<file path="config.mk">
export PLATFORM = sky130hd
export DESIGN_NAME = jct_tap
export DESIGN_NICKNAME = d
export VERILOG_FILES = /design/src/logic/jct_tap.v /design/src/logic/jct_sync.v /design/src/logic/jct_shreg.v
export VERILOG_INCLUDE_DIRS = /design/src /design/src/logic
export SDC_FILE = /design/constraint.sdc
export NUM_CORES = 1
export LEC_CHECK = 0
export BUFFER_PORTS_ARGS = -buffer_cell sky130_fd_sc_hd__buf_2
export CORE_ASPECT_RATIO = 0.75
export CORE_UTILIZATION = 45
export CTS_CLUSTER_SIZE = 8
export DETAILED_ROUTE_END_ITERATION = 16
export PLACE_DENSITY = 0.67
export SYNTH_ARGS = -nofsm -noshare
export SYNTH_HDL_FRONTEND = slang
export SYNTH_HIERARCHICAL = 1
export SYNTH_SLANG_ARGS = --single-unit
</file>
<file path="constraint.sdc">
create_clock -name clk_i -period 4.6 [get_ports clk_i]
set_input_delay 0.69 -clock clk_i [delete_from_list [all_inputs] [get_ports clk_i]]
set_output_delay 0.69 -clock clk_i [all_outputs]
set_load 0.01 [all_outputs]
</file>
<file path="src/logic/jct_consts.vh">
// constants for the configuration test access port
// included by the port controller and its data path modules
`ifndef JCT_CONSTS_VH
`define JCT_CONSTS_VH

// controller states, one-hot, 16 bits
`define JCT_ST_RESET   16'h0001
`define JCT_ST_IDLE    16'h0002
`define JCT_ST_SELDR   16'h0004
`define JCT_ST_CAPDR   16'h0008
`define JCT_ST_SHDR    16'h0010
`define JCT_ST_EX1DR   16'h0020
`define JCT_ST_PAUDR   16'h0040
`define JCT_ST_EX2DR   16'h0080
`define JCT_ST_UPDR    16'h0100
`define JCT_ST_SELIR   16'h0200
`define JCT_ST_CAPIR   16'h0400
`define JCT_ST_SHIR    16'h0800
`define JCT_ST_EX1IR   16'h1000
`define JCT_ST_PAUIR   16'h2000
`define JCT_ST_EX2IR   16'h4000
`define JCT_ST_UPIR    16'h8000

// instruction opcodes, 8 bits
`define JCT_OP_EXTEST      8'h00
`define JCT_OP_ADDR_SHIFT  8'h01
`define JCT_OP_DATA_SHIFT  8'h02
`define JCT_OP_BULK_ERASE  8'h03
`define JCT_OP_WR_COL      8'h07
`define JCT_OP_WR_FUSE     8'h09
`define JCT_OP_RD_COL      8'h0A
`define JCT_OP_DISCHARGE   8'h14
`define JCT_OP_PROG_EN     8'h15
`define JCT_OP_IDCODE      8'h16
`define JCT_OP_RD_SIG      8'h17
`define JCT_OP_WR_SIG      8'h1A
`define JCT_OP_HIGHZ       8'h18
`define JCT_OP_SAMPLE      8'h1C
`define JCT_OP_PROG_DIS    8'h1E
`define JCT_OP_CLAMP       8'h20
`define JCT_OP_CLR_DONE    8'h24
`define JCT_OP_WR_COL_STEP 8'h27
`define JCT_OP_RD_COL_STEP 8'h2A
`define JCT_OP_INTEST      8'h2C
`define JCT_OP_SET_DONE    8'h2F
`define JCT_OP_NOOP        8'h30
`define JCT_IR_MSB         7

// register widths and fixed values
`define JCT_IR_W        8
`define JCT_ADDR_W      10
`define JCT_COL_W       42
`define JCT_SIG_W       32
`define JCT_ID_W        32
`define JCT_BSR_W       8
// arbitrary identification value
`define JCT_ID_VALUE    32'h0ABC_D001
`define JCT_IR_CAPTURE  8'h16
`define JCT_ONE_ADDR    10'h001

// data path selects
`define JCT_SEL_BYPASS  3'h0
`define JCT_SEL_BSR     3'h1
`define JCT_SEL_ID      3'h2
`define JCT_SEL_ADDR    3'h3
`define JCT_SEL_COL     3'h4
`define JCT_SEL_SIG     3'h5

`endif

</file>
<file path="src/logic/jct_tap.v">
// test access port of a programmable clock generator: controller, instructions, data path
// assumes link pins arrive asynchronously; tck edges are found by sampling with clk_i
`timescale 1ns/1ps
`include "jct_consts.vh"
module jct_tap #(
   parameter COL_W = `JCT_COL_W,
   parameter BSR_W = `JCT_BSR_W,
   parameter ID    = `JCT_ID_VALUE
) (
   input  wire                   clk_i,
   input  wire                   rstn_i,
   input  wire                   tck_i,
   input  wire                   tms_i,
   input  wire                   tdi_i,
   output reg                    tdo_o,
   output reg                    tdo_oe_o,
   input  wire [BSR_W-1:0]       pins_i,
   output wire [BSR_W-1:0]       bsr_drive_o,
   output wire                   pins_from_bsr_o,
   output wire                   outputs_highz_o,
   output wire                   intest_o,
   output wire                   prog_mode_o,
   output wire                   config_done_o,
   output wire                   lock_fuse_o,
   output wire [`JCT_ADDR_W-1:0] mem_addr_o,
   output reg                    mem_col_wr_o,
   output wire [COL_W-1:0]       mem_col_wdata_o,
   input  wire [COL_W-1:0]       mem_col_rdata_i,
   output reg                    mem_erase_o,
   output reg                    mem_sig_wr_o,
   output wire [`JCT_SIG_W-1:0]  mem_sig_wdata_o,
   input  wire [`JCT_SIG_W-1:0]  mem_sig_rdata_i
);
   wire tck_rise;
   wire tck_fall;
   wire tms_s;
   wire tdi_s;

   jct_sync u_tck (.clk_i(clk_i), .rstn_i(rstn_i), .async_i(tck_i),
      .level_o(), .rise_o(tck_rise), .fall_o(tck_fall));
   jct_sync u_tms (.clk_i(clk_i), .rstn_i(rstn_i), .async_i(tms_i),
      .level_o(tms_s), .rise_o(), .fall_o());
   jct_sync u_tdi (.clk_i(clk_i), .rstn_i(rstn_i), .async_i(tdi_i),
      .level_o(tdi_s), .rise_o(), .fall_o());

   reg [15:0] state_reg;
   reg [15:0] state_next;

   always @* begin
      case (state_reg)
         `JCT_ST_RESET: state_next = tms_s ? `JCT_ST_RESET : `JCT_ST_IDLE;
         `JCT_ST_IDLE:  state_next = tms_s ? `JCT_ST_SELDR : `JCT_ST_IDLE;
         `JCT_ST_SELDR: state_next = tms_s ? `JCT_ST_SELIR : `JCT_ST_CAPDR;
         `JCT_ST_CAPDR: state_next = tms_s ? `JCT_ST_EX1DR : `JCT_ST_SHDR;
         `JCT_ST_SHDR:  state_next = tms_s ? `JCT_ST_EX1DR : `JCT_ST_SHDR;
         `JCT_ST_EX1DR: state_next = tms_s ? `JCT_ST_UPDR  : `JCT_ST_PAUDR;
         `JCT_ST_PAUDR: state_next = tms_s ? `JCT_ST_EX2DR : `JCT_ST_PAUDR;
         `JCT_ST_EX2DR: state_next = tms_s ? `JCT_ST_UPDR  : `JCT_ST_SHDR;
         `JCT_ST_UPDR:  state_next = tms_s ? `JCT_ST_SELDR : `JCT_ST_IDLE;
         `JCT_ST_SELIR: state_next = tms_s ? `JCT_ST_RESET : `JCT_ST_CAPIR;
         `JCT_ST_CAPIR: state_next = tms_s ? `JCT_ST_EX1IR : `JCT_ST_SHIR;
         `JCT_ST_SHIR:  state_next = tms_s ? `JCT_ST_EX1IR : `JCT_ST_SHIR;
         `JCT_ST_EX1IR: state_next = tms_s ? `JCT_ST_UPIR  : `JCT_ST_PAUIR;
         `JCT_ST_PAUIR: state_next = tms_s ? `JCT_ST_EX2IR : `JCT_ST_PAUIR;
         `JCT_ST_EX2IR: state_next = tms_s ? `JCT_ST_UPIR  : `JCT_ST_SHIR;
         `JCT_ST_UPIR:  state_next = tms_s ? `JCT_ST_SELDR : `JCT_ST_IDLE;
         default:       state_next = `JCT_ST_RESET;
      endcase
   end

   always @(posedge clk_i or negedge rstn_i) begin
      if (!rstn_i) begin
         state_reg <= `JCT_ST_RESET;
      end else if (tck_rise) begin
         state_reg <= state_next;
      end
   end

   wire in_reset = (state_reg == `JCT_ST_RESET);
   wire in_capdr = (state_reg == `JCT_ST_CAPDR);
   wire in_shdr  = (state_reg == `JCT_ST_SHDR);
   wire in_updr  = (state_reg == `JCT_ST_UPDR);
   wire in_capir = (state_reg == `JCT_ST_CAPIR);
   wire in_shir  = (state_reg == `JCT_ST_SHIR);
   wire in_upir  = (state_reg == `JCT_ST_UPIR);
   wire enter_idle = tck_rise & (state_next == `JCT_ST_IDLE) & (state_reg != `JCT_ST_IDLE);

   reg idle_entry_reg;

   // idle entry one clock late, so an instruction adopted on that same edge still counts
   always @(posedge clk_i or negedge rstn_i) begin
      if (!rstn_i) begin
         idle_entry_reg <= 1'b0;
      end else begin
         idle_entry_reg <= enter_idle;
      end
   end

   // one step per tck rise while in the named state
   wire capdr = tck_rise & in_capdr;
   wire shdr  = tck_rise & in_shdr;
   wire updr  = tck_rise & in_updr;
   wire capir = tck_rise & in_capir;
   wire shir  = tck_rise & in_shir;
   wire upir  = tck_rise & in_upir;

   // instruction path
   wire [`JCT_IR_W-1:0] ir_shift;
   wire                 ir_out;
   reg  [`JCT_IR_W-1:0] instr_reg;
   reg                  pend_reg;

   jct_shreg #(.W(`JCT_IR_W)) u_ir (.clk_i(clk_i), .rstn_i(rstn_i), .load_i(capir),
      .load_data_i(`JCT_IR_CAPTURE), .shift_i(shir), .serial_i(tdi_s),
      .serial_o(ir_out), .data_o(ir_shift));

   // reset selects identification; update adopts new code
   always @(posedge clk_i or negedge rstn_i) begin
      if (!rstn_i) begin
         instr_reg <= `JCT_OP_IDCODE;
         pend_reg  <= 1'b0;
      end else if (tck_rise & in_reset) begin
         instr_reg <= `JCT_OP_IDCODE;
         pend_reg  <= 1'b0;
      end else if (upir) begin
         instr_reg <= ir_shift;
         pend_reg  <= 1'b1;
      end else if (idle_entry_reg) begin
         pend_reg  <= 1'b0;
      end
   end

   // full eight-bit decode, used for select and actions
   function is_op;
      input [`JCT_IR_W-1:0] code;
      input [`JCT_IR_W-1:0] op;
      begin
         is_op = ~code[`JCT_IR_MSB] & (code == op);
      end
   endfunction

   wire op_bypass = instr_reg[`JCT_IR_MSB];
   wire op_extest = is_op(instr_reg, `JCT_OP_EXTEST);
   wire op_sample = is_op(instr_reg, `JCT_OP_SAMPLE);
   wire op_clamp  = is_op(instr_reg, `JCT_OP_CLAMP) | is_op(instr_reg, `JCT_OP_NOOP);
   wire op_highz  = is_op(instr_reg, `JCT_OP_HIGHZ);
   wire op_intest = is_op(instr_reg, `JCT_OP_INTEST);
   wire op_addr   = is_op(instr_reg, `JCT_OP_ADDR_SHIFT);
   wire op_rdcol  = is_op(instr_reg, `JCT_OP_RD_COL) | is_op(instr_reg, `JCT_OP_RD_COL_STEP);
   wire op_wrcol  = is_op(instr_reg, `JCT_OP_WR_COL) | is_op(instr_reg, `JCT_OP_WR_COL_STEP);
   wire op_col    = is_op(instr_reg, `JCT_OP_DATA_SHIFT) | op_rdcol | op_wrcol;
   wire op_sig    = is_op(instr_reg, `JCT_OP_RD_SIG) | is_op(instr_reg, `JCT_OP_WR_SIG);
   wire op_bsr    = op_extest | op_sample | op_clamp | op_intest;

   reg [2:0] sel;

   always @* begin
      if (op_bypass) begin
         sel = `JCT_SEL_BYPASS;
      end else if (op_bsr) begin
         sel = `JCT_SEL_BSR;
      end else if (is_op(instr_reg, `JCT_OP_IDCODE)) begin
         sel = `JCT_SEL_ID;
      end else if (op_addr) begin
         sel = `JCT_SEL_ADDR;
      end else if (op_col) begin
         sel = `JCT_SEL_COL;
      end else if (op_sig) begin
         sel = `JCT_SEL_SIG;
      end else begin
         sel = `JCT_SEL_BYPASS;
      end
   end

   // data registers
   reg  [`JCT_ADDR_W-1:0] addr_reg;
   reg  [COL_W-1:0]       col_reg;
   reg  [`JCT_SIG_W-1:0]  sig_reg;
   reg  [BSR_W-1:0]       bsr_reg;
   reg  [BSR_W-1:0]       bsr_hold_reg;
   reg                    byp_reg;
   reg                    prog_reg;
   reg                    done_reg;
   reg                    fuse_reg;
   wire [`JCT_ID_W-1:0]   id_shift;
   wire                   id_out;

   jct_shreg #(.W(`JCT_ID_W)) u_id (.clk_i(clk_i), .rstn_i(rstn_i),
      .load_i(capdr & (sel == `JCT_SEL_ID)), .load_data_i(ID),
      .shift_i(shdr & (sel == `JCT_SEL_ID)), .serial_i(tdi_s),
      .serial_o(id_out), .data_o(id_shift));

   // operation strobes
   wire run_op  = idle_entry_reg & pend_reg & prog_reg;
   wire do_wcol = run_op & op_wrcol;
   wire do_rcol = run_op & op_rdcol;
   wire do_step = run_op & (is_op(instr_reg, `JCT_OP_WR_COL_STEP) |
                            is_op(instr_reg, `JCT_OP_RD_COL_STEP));

   always @(posedge clk_i or negedge rstn_i) begin
      if (!rstn_i) begin
         addr_reg     <= {`JCT_ADDR_W{1'b0}};
         col_reg      <= {COL_W{1'b0}};
         sig_reg      <= {`JCT_SIG_W{1'b0}};
         bsr_reg      <= {BSR_W{1'b0}};
         bsr_hold_reg <= {BSR_W{1'b0}};
         byp_reg      <= 1'b0;
      end else begin
         if (capdr) begin
            byp_reg <= 1'b0;
         end else if (shdr) begin
            byp_reg <= tdi_s;
         end
         if (capdr & (sel == `JCT_SEL_BSR)) begin
            bsr_reg <= pins_i;
         end else if (shdr & (sel == `JCT_SEL_BSR)) begin
            bsr_reg <= {tdi_s, bsr_reg[BSR_W-1:1]};
         end
         // update latches shifted boundary pattern for driving pins
         if (updr & (sel == `JCT_SEL_BSR)) begin
            bsr_hold_reg <= bsr_reg;
         end
         if (shdr & (sel == `JCT_SEL_ADDR)) begin
            addr_reg <= {tdi_s, addr_reg[`JCT_ADDR_W-1:1]};
         end else if (do_step) begin
            addr_reg <= addr_reg + `JCT_ONE_ADDR;
         end
         // column register, readout blocked by fuse
         if (do_rcol) begin
            col_reg <= fuse_reg ? {COL_W{1'b0}} : mem_col_rdata_i;
         end else if (shdr & (sel == `JCT_SEL_COL)) begin
            col_reg <= {tdi_s, col_reg[COL_W-1:1]};
         end
         // memory copy on capture; shifted value kept for write-back
         if (capdr & (sel == `JCT_SEL_SIG)) begin
            sig_reg <= mem_sig_rdata_i;
         end else if (upir & is_op(ir_shift, `JCT_OP_RD_SIG)) begin
            sig_reg <= mem_sig_rdata_i;
         end else if (shdr & (sel == `JCT_SEL_SIG)) begin
            sig_reg <= {tdi_s, sig_reg[`JCT_SIG_W-1:1]};
         end
      end
   end

   always @(posedge clk_i or negedge rstn_i) begin
      if (!rstn_i) begin
         prog_reg     <= 1'b0;
         done_reg     <= 1'b0;
         fuse_reg     <= 1'b0;
         mem_col_wr_o <= 1'b0;
         mem_erase_o  <= 1'b0;
         mem_sig_wr_o <= 1'b0;
      end else begin
         mem_col_wr_o <= do_wcol;
         mem_erase_o  <= run_op & is_op(instr_reg, `JCT_OP_BULK_ERASE);
         mem_sig_wr_o <= run_op & is_op(instr_reg, `JCT_OP_WR_SIG);
         if (upir & is_op(ir_shift, `JCT_OP_PROG_EN)) begin
            prog_reg <= 1'b1;
         end else if (upir & is_op(ir_shift, `JCT_OP_PROG_DIS)) begin
            prog_reg <= 1'b0;
         end
         if (run_op & is_op(instr_reg, `JCT_OP_BULK_ERASE)) begin
            fuse_reg <= 1'b0;
            done_reg <= 1'b0;
         end else if (run_op & is_op(instr_reg, `JCT_OP_WR_FUSE)) begin
            fuse_reg <= 1'b1;
         end else if (run_op & is_op(instr_reg, `JCT_OP_CLR_DONE)) begin
            done_reg <= 1'b0;
         end else if (run_op & is_op(instr_reg, `JCT_OP_SET_DONE)) begin
            done_reg <= 1'b1;
         end
      end
   end

   reg shift_bit;

   always @* begin
      case (sel)
         `JCT_SEL_BSR:  shift_bit = bsr_reg[0];
         `JCT_SEL_ID:   shift_bit = id_out;
         `JCT_SEL_ADDR: shift_bit = addr_reg[0];
         `JCT_SEL_COL:  shift_bit = col_reg[0];
         `JCT_SEL_SIG:  shift_bit = sig_reg[0];
         default:       shift_bit = byp_reg;
      endcase
   end

   // tdo moves on tck fall, driven only when shifting
   always @(posedge clk_i or negedge rstn_i) begin
      if (!rstn_i) begin
         tdo_o    <= 1'b0;
         tdo_oe_o <= 1'b0;
      end else if (tck_fall) begin
         tdo_o    <= in_shir ? ir_out : shift_bit;
         tdo_oe_o <= in_shir | in_shdr;
      end
   end

   assign pins_from_bsr_o = op_extest | op_clamp;
   assign outputs_highz_o = op_highz;
   assign intest_o        = op_intest;
   assign bsr_drive_o     = bsr_hold_reg;
   assign prog_mode_o     = prog_reg;
   assign config_done_o   = done_reg;
   assign lock_fuse_o     = fuse_reg;
   assign mem_addr_o      = addr_reg;
   assign mem_col_wdata_o = col_reg;
   assign mem_sig_wdata_o = sig_reg;
endmodule

</file>
<file path="src/logic/jct_sync.v">
// two-flop synchroniser with edge detection of the synchronised level
// assumes the input is asynchronous to clk_i
`timescale 1ns/1ps
`include "jct_consts.vh"
module jct_sync (
   input  wire clk_i,
   input  wire rstn_i,
   input  wire async_i,
   output wire level_o,
   output wire rise_o,
   output wire fall_o
);
   reg meta_reg;
   reg sync_reg;
   reg last_reg;

   // first flop feeds only the second
   always @(posedge clk_i or negedge rstn_i) begin
      if (!rstn_i) begin
         meta_reg <= 1'b0;
         sync_reg <= 1'b0;
         last_reg <= 1'b0;
      end else begin
         meta_reg <= async_i;
         sync_reg <= meta_reg;
         last_reg <= sync_reg;
      end
   end

   assign level_o = sync_reg;
   assign rise_o  = sync_reg & ~last_reg;
   assign fall_o  = ~sync_reg & last_reg;
endmodule

</file>
<file path="src/logic/jct_shreg.v">
// parallel-load shift register, shifting towards bit 0
// assumes load and shift are one-cycle enables, never both at once
`timescale 1ns/1ps
`include "jct_consts.vh"
module jct_shreg #(
   parameter W = 8
) (
   input  wire         clk_i,
   input  wire         rstn_i,
   input  wire         load_i,
   input  wire [W-1:0] load_data_i,
   input  wire         shift_i,
   input  wire         serial_i,
   output wire         serial_o,
   output wire [W-1:0] data_o
);
   reg [W-1:0] data_reg;

   always @(posedge clk_i or negedge rstn_i) begin
      if (!rstn_i) begin
         data_reg <= {W{1'b0}};
      end else if (load_i) begin
         data_reg <= load_data_i;
      end else if (shift_i) begin
         data_reg <= {serial_i, data_reg[W-1:1]};
      end
   end

   assign serial_o = data_reg[0];
   assign data_o   = data_reg;
endmodule

</file>
# Yosys cells after proc, flatten, opt, wreduce, memory -nomap -nowiden
# Index checks and enable logic that the tools add are counted.
[op_classes] bitwise_logic=71 add_sub_neg=1 reduce_logical=17 n_eq_ne=45 muxes=50
[op_table] operator="$pmux 16 s12" n=1
[op_table] operator="$mux 32" n=5
[op_table] operator="$mux 42" n=3
[op_table] operator="$eq 8x5->1 const B" n=8
[op_table] operator="$eq 8x6->1 const B" n=7
[op_table] operator="$mux 8" n=7
[op_table] operator="$and 1x1->1" n=55
[op_table] operator="$eq 16x2->1 const B" n=2
[op_table] operator="$mux 16" n=2
[op_table] operator="$mux 10" n=3
[op_table] operator="$mux 3" n=7
[op_table] operator="$mux 9" n=2
[op_table] operator="$reduce_bool 2->1" n=9
[op_table] operator="$eq 16x1->1 const B" n=1
[op_table] operator="$eq 16x10->1 const B" n=1
[op_table] operator="$eq 16x11->1 const B" n=1
[op_table] operator="$eq 16x12->1 const B" n=1
[op_table] operator="$eq 16x13->1 const B" n=1
[op_table] operator="$eq 16x14->1 const B" n=1
[op_table] operator="$eq 16x15->1 const B" n=1
[op_table] operator="$eq 16x16->1 const B" n=1
[op_table] operator="$eq 16x3->1 const B" n=1
[op_table] operator="$eq 16x4->1 const B" n=1
[op_table] operator="$eq 16x5->1 const B" n=1
[op_table] operator="other kinds (28)" n=62
[totals] inputBits=87 word_cells=211 regBits=182 output_inout_bits=103

# Logic depth before layout (Yosys ltp)
[logic_depth] depth_word=15 mapped_depth=10 depth_no_buf=7

# Cells and area by module
# Netlist, hierarchy kept.
[modules_own_cells] mod="jct_tap" n_inst=1 cells_each=727 area_per_inst_um2=7160.6 seq_area_each_um2=3383.2
[modules_own_cells] mod="jct_shreg (u_id)" n_inst=1 cells_each=140 area_per_inst_um2=1522.7 seq_area_each_um2=800.8
[modules_own_cells] mod="jct_shreg (u_ir)" n_inst=1 cells_each=35 area_per_inst_um2=380.4 seq_area_each_um2=200.2
[modules_own_cells] mod="jct_sync" n_inst=3 cells_each=5 area_per_inst_um2=90.1 seq_area_each_um2=75.1

# Worst setup path before layout
# OpenSTA, ideal clock, no wires.
[synth_path] path_type="reg-to-reg" from="reg state_reg[5]" to="reg u_id.data_reg[10] (netlist: u_id/data_o[10])" path_stages_with_launch=10 required_ns=4.476 path_slack_ns=2.222 period_less_slack_ns=2.378 setup_time_ns=0.124 arrival_ns=2.254 n_path_buf=4 path_cell_list="dfrtp_1 buf_2 nor4_4 nand4_1 or2_2 clkbuf_1 nor4_1 buf_2 buf_2 o21ai_1"
[synth_between] elab_chain_cells=4 elab_cells_between_ends=8 cone_classes="eq/ne: 2; mux: 1; bitwise: 4; reduce/logical: 1"
[synth_rtl] element="from (decl)" line_no="jct_tap.v:46" source="reg [15:0] state_reg;"
[synth_rtl] element="from (signal assigned)" line_no="jct_tap.v:73" source="state_reg <= `JCT_ST_RESET;"
[synth_rtl] element="from (signal assigned)" line_no="jct_tap.v:75" source="state_reg <= state_next;"
[synth_rtl] element="$eq 16x4->1 / $eq 16x5->1 (equally long branches)"
[synth_rtl] element="$and 1x1->1, on equally long branches" line_no="jct_tap.v:100, jct_tap.v:101"
[synth_rtl] element="$and 1x1->1, on equally long branches" line_no="jct_tap.v:189, jct_tap.v:190"
[synth_rtl] element="$mux 32 / $reduce_bool 2->1 (equally long branches)"
[synth_rtl] element="to (signal assigned)" line_no="jct_shreg.v:21" source="data_reg <= {W{1'b0}};"
[synth_rtl] element="to (signal assigned)" line_no="jct_shreg.v:23" source="data_reg <= load_data_i;"
[synth_rtl] element="to (signal assigned)" line_no="jct_shreg.v:25" source="data_reg <= {serial_i, data_reg[W-1:1]};"
[synth_rtl] element="to (decl)" line_no="jct_shreg.v:17" source="reg [W-1:0] data_reg;"
# Several ways; a longest one is shown, not always the timed one.
# A chain may end at the register's enable or synchronous reset.

# Worst setup path in the final report
[layout_path] from="reg instr_reg[7]" to="out intest_o"
[layout_between] elab_chain_cells=2 elab_cells_between_ends=3 cone_classes="eq/ne: 1; bitwise: 2"
[layout_rtl] element="from (decl)" line_no="jct_tap.v:110" source="reg [`JCT_IR_W-1:0] instr_reg;"
[layout_rtl] element="from (signal assigned)" line_no="jct_tap.v:120" source="instr_reg <= `JCT_OP_IDCODE;"
[layout_rtl] element="from (signal assigned)" line_no="jct_tap.v:123" source="instr_reg <= `JCT_OP_IDCODE;"
[layout_rtl] element="from (signal assigned)" line_no="jct_tap.v:126" source="instr_reg <= ir_shift;"
[layout_rtl] element="$eq 8x6->1 / $not 1->1 (equally long branches)" line_no="jct_tap.v:138" source="is_op = ~code[`JCT_IR_MSB] & (code == op);"
[layout_rtl] element="$and 1x1->1 *" line_no="jct_tap.v:138"
[layout_rtl] element="to (decl)" line_no="jct_tap.v:21" source="output wire intest_o,"
# Mark *: on every way between the ends. The rest lies on a longest branch, timed or not.

==> impl_metrics.csv <==
group,metric,value,unit
run_status,status,"complete, no violations",
setup_path,endpoint_kind,"primary output",
power_and_ir_drop,seq_power_share,0.487,
clock_tree,cts_root_buf,"clkbuf_16",
final_layout,layout.nets,1193,
global_route,gr-usage-met2,0.297,
clock_tree,cts_max_path_buffers,2,
route,drtIter0Drc,663,
global_route,grt.busiest_layer,"met1",
sta,fin_ws,1700,ps
route,wirelength,22600,microns
sta,maxSlewHeadroom,0.329,
global_route,grt_max_degree,111,
flow_run,maxCapViolCount,0,
clock_tree,clock-sinks,182,
global_route,grt_pass1_wl,36300,microns
power_and_ir_drop,power.density,329,mW/mm^2
sta,report.final.slew_viol_count,0,
clock_tree,htree_levels,4,
route,drc,0,
power_and_ir_drop,finalPower,3.63,mW
power_and_ir_drop,power.leakage,4.49,nW
setup_path,setup.worst_path.class,"flop to primary output",
sta,hold_viol,0,
global_route,met3_usage,0.0550,
sta,hold_slack,348,ps
sta,setup_viol_count_final,0,
power_and_ir_drop,intPower,2.63,mW
clock_tree,cts_setup_buffers,0,
clock_tree,ctsHoldBuffers,0,
placement,place_hpwl,15600,microns
power_and_ir_drop,peakVddDrop,0.257,mV
placement,gp_congestion,0.923,
setup_path,slowest_stage,"or3_1",
setup_path,path_cells,"or3_1 -> or2_2 -> or3_1 -> nor2_1 -> buf_2",
final_layout,synthToLayoutAreaGrowth,19.4,%
global_route,grt_overflow_total,0,
final_layout,largest_reg_flops,42,
sta,clock_skew,12.7,ps
setup_path,cp.arrival,2210,ps
power_and_ir_drop,clkPwrFrac,0.403,
setup_path,cp.required,3910,ps
route,wl_per_cell,16.4,microns
setup_path,crit_path_max_incr_delay,450,ps
route,drt_pass1_iterations,5,
clock_tree,cts-resized-gates,0,
sta,fin_setup_tns,0,ps
floorplan,die-area,0.0211,sq mm
floorplan,die_y,126,microns
placement,dp_slack,1760,ps
global_route,grt_use_total,0.215,
setup_path,rrSetupSlack,1700,ps
power_and_ir_drop,power_switching,1.01,mW
floorplan,row_count,45,
route,vias,7382,
synthesis,avgSynthCellArea,10.2,sq um
global_route,grt_util_met1,0.334,
floorplan,core,0.0202,sq mm
sta,max_slew.worst_pin.slew,1000,ps
setup_path,critPathLaunchType,"flop",
clock_tree,cts_tree,"done",
final_layout,layout-drive-gt1-share,0.245,
placement,port_buffers,189,
min_path,hp-class,"input pin to async pin",
setup_path,path_common_cell,"or3_1",
setup_path,startpoint,"instr_reg[7]",
clock_tree,clkTransAtPathRegs,70,ps
sta,rsz0062_at_grt,"false",
power_and_ir_drop,swShare,0.277,
synthesis,synth_warnings,6,
synthesis,netlist_instances,910,
sta,fin_crit_sh,0.631,
route,routed_via_density,5.36,
synthesis,syn_area,0.00925,sq mm
sta,fmax,344,MHz
clock_tree,cts_made_buffers,17,
clock_tree,clkLatencyLatePin,430,ps
setup_path,path_max_fanout,4,
power_and_ir_drop,comb_power_share,0.110,
global_route,grt_pass1_vias,6831,
route,detail-route-antenna-nets,0,
sta,fin_crit,2900,ps
floorplan,pin_count,190,
floorplan,die_w,168,microns
floorplan,initial_core_util,0.457,
global_route,antenna_found_initial,2,
setup_path,r2r-start,"state_reg[13]",
-- layout by cell type, fill, tap and decap left out, types with 3 or more instances in the layout --
cell type and n:
nand3_1 22, o21ai_1 84, a31oi_1 3, o31ai_1 4, nor2_1 63, inv_1 19, or4_1 4, or2_2 4
o22ai_1 18, and3_1 7, nor4_2 3, or3_1 4, a21oi_1 40, o21ai_0 19, nand2_1 81, xor2_1 11
nand2b_1 9, inv_8 3, o21ai_2 3, clkinv_4 5, dfstp_2 4, mux2_2 9, nor3_1 16, nor4b_1 4
clkbuf_16 17, nand3b_1 44, nor4_4 5, o41ai_1 3, a22o_1 5, o22a_1 4, mux2i_1 116, dfrtp_1 178
buf_4 10, nor2b_1 6, and2_1 5, buf_2 188, nand4_1 11, conb_1 40
-- path summary, 6_finish.rpt --
kind                                    to  cells after the start
hold reg to reg              u_tck/level_o                      0
min in group clk_i           u_tck/level_o                      0
setup reg to reg           u_id/data_o[29]                      6
max in group asynchronous     state_reg[0]                      2
setup / recovery                  intest_o                      5
hold / removal               mem_addr_o[3]                      1
-- per-layer routing --
metal | up-vias | wire length, microns
li1 | 3622 | -
met1 | 3518 | 11600
met2 | 218 | 9420
met3 | 22 | 1370
met4 | 2 | 147
met5 | - | 12
-- worst max-delay path: cells and delay by family (launching register included) --
family        cells  cell delay (ps)
simple gates      4             1220
flops             1              410
buf+inv           1              160
-- through the flow --
step                      area, sq um  std cells   util
after global placement          10400       1344  0.516
after CTS                       11000       1376  0.546
after floorplan                  9390        948      -
final                           11000       1377  0.546
after global routing            11000       1376  0.546
after detailed placement        10400       1344  0.516
-- power groups by stage --
stage | Combinational (mW) | Sequential [mW] | Clock [mW]
after CTS | 0.399 | 1.77 | 1.50
after detailed placement | 0.397 | 1.80 | 0
after floorplan | 0.280 | 1.76 | 0
after global routing | 0.440 | 1.78 | 1.57
final | 0.400 | 1.77 | 1.46
after global placement | 0.394 | 1.80 | 0
-- final cells by class --
| cell class | count | area [sq um] |
|---|---|---|
| Fill cell | 1810 | 9180 |
| Sequential cell | 182 | 4560 |
| Multi-Input combinational cell | 685 | 4440 |
| Timing Repair Buffer | 200 | 1050 |
| Clock buffer | 17 | 425 |
| Tap cell | 258 | 323 |
| Clock inverter | 15 | 169 |
| Inverter | 19 | 71.3 |
| Antenna cell | 1 | 2.50 |
(Power assumes the default switching activity.)
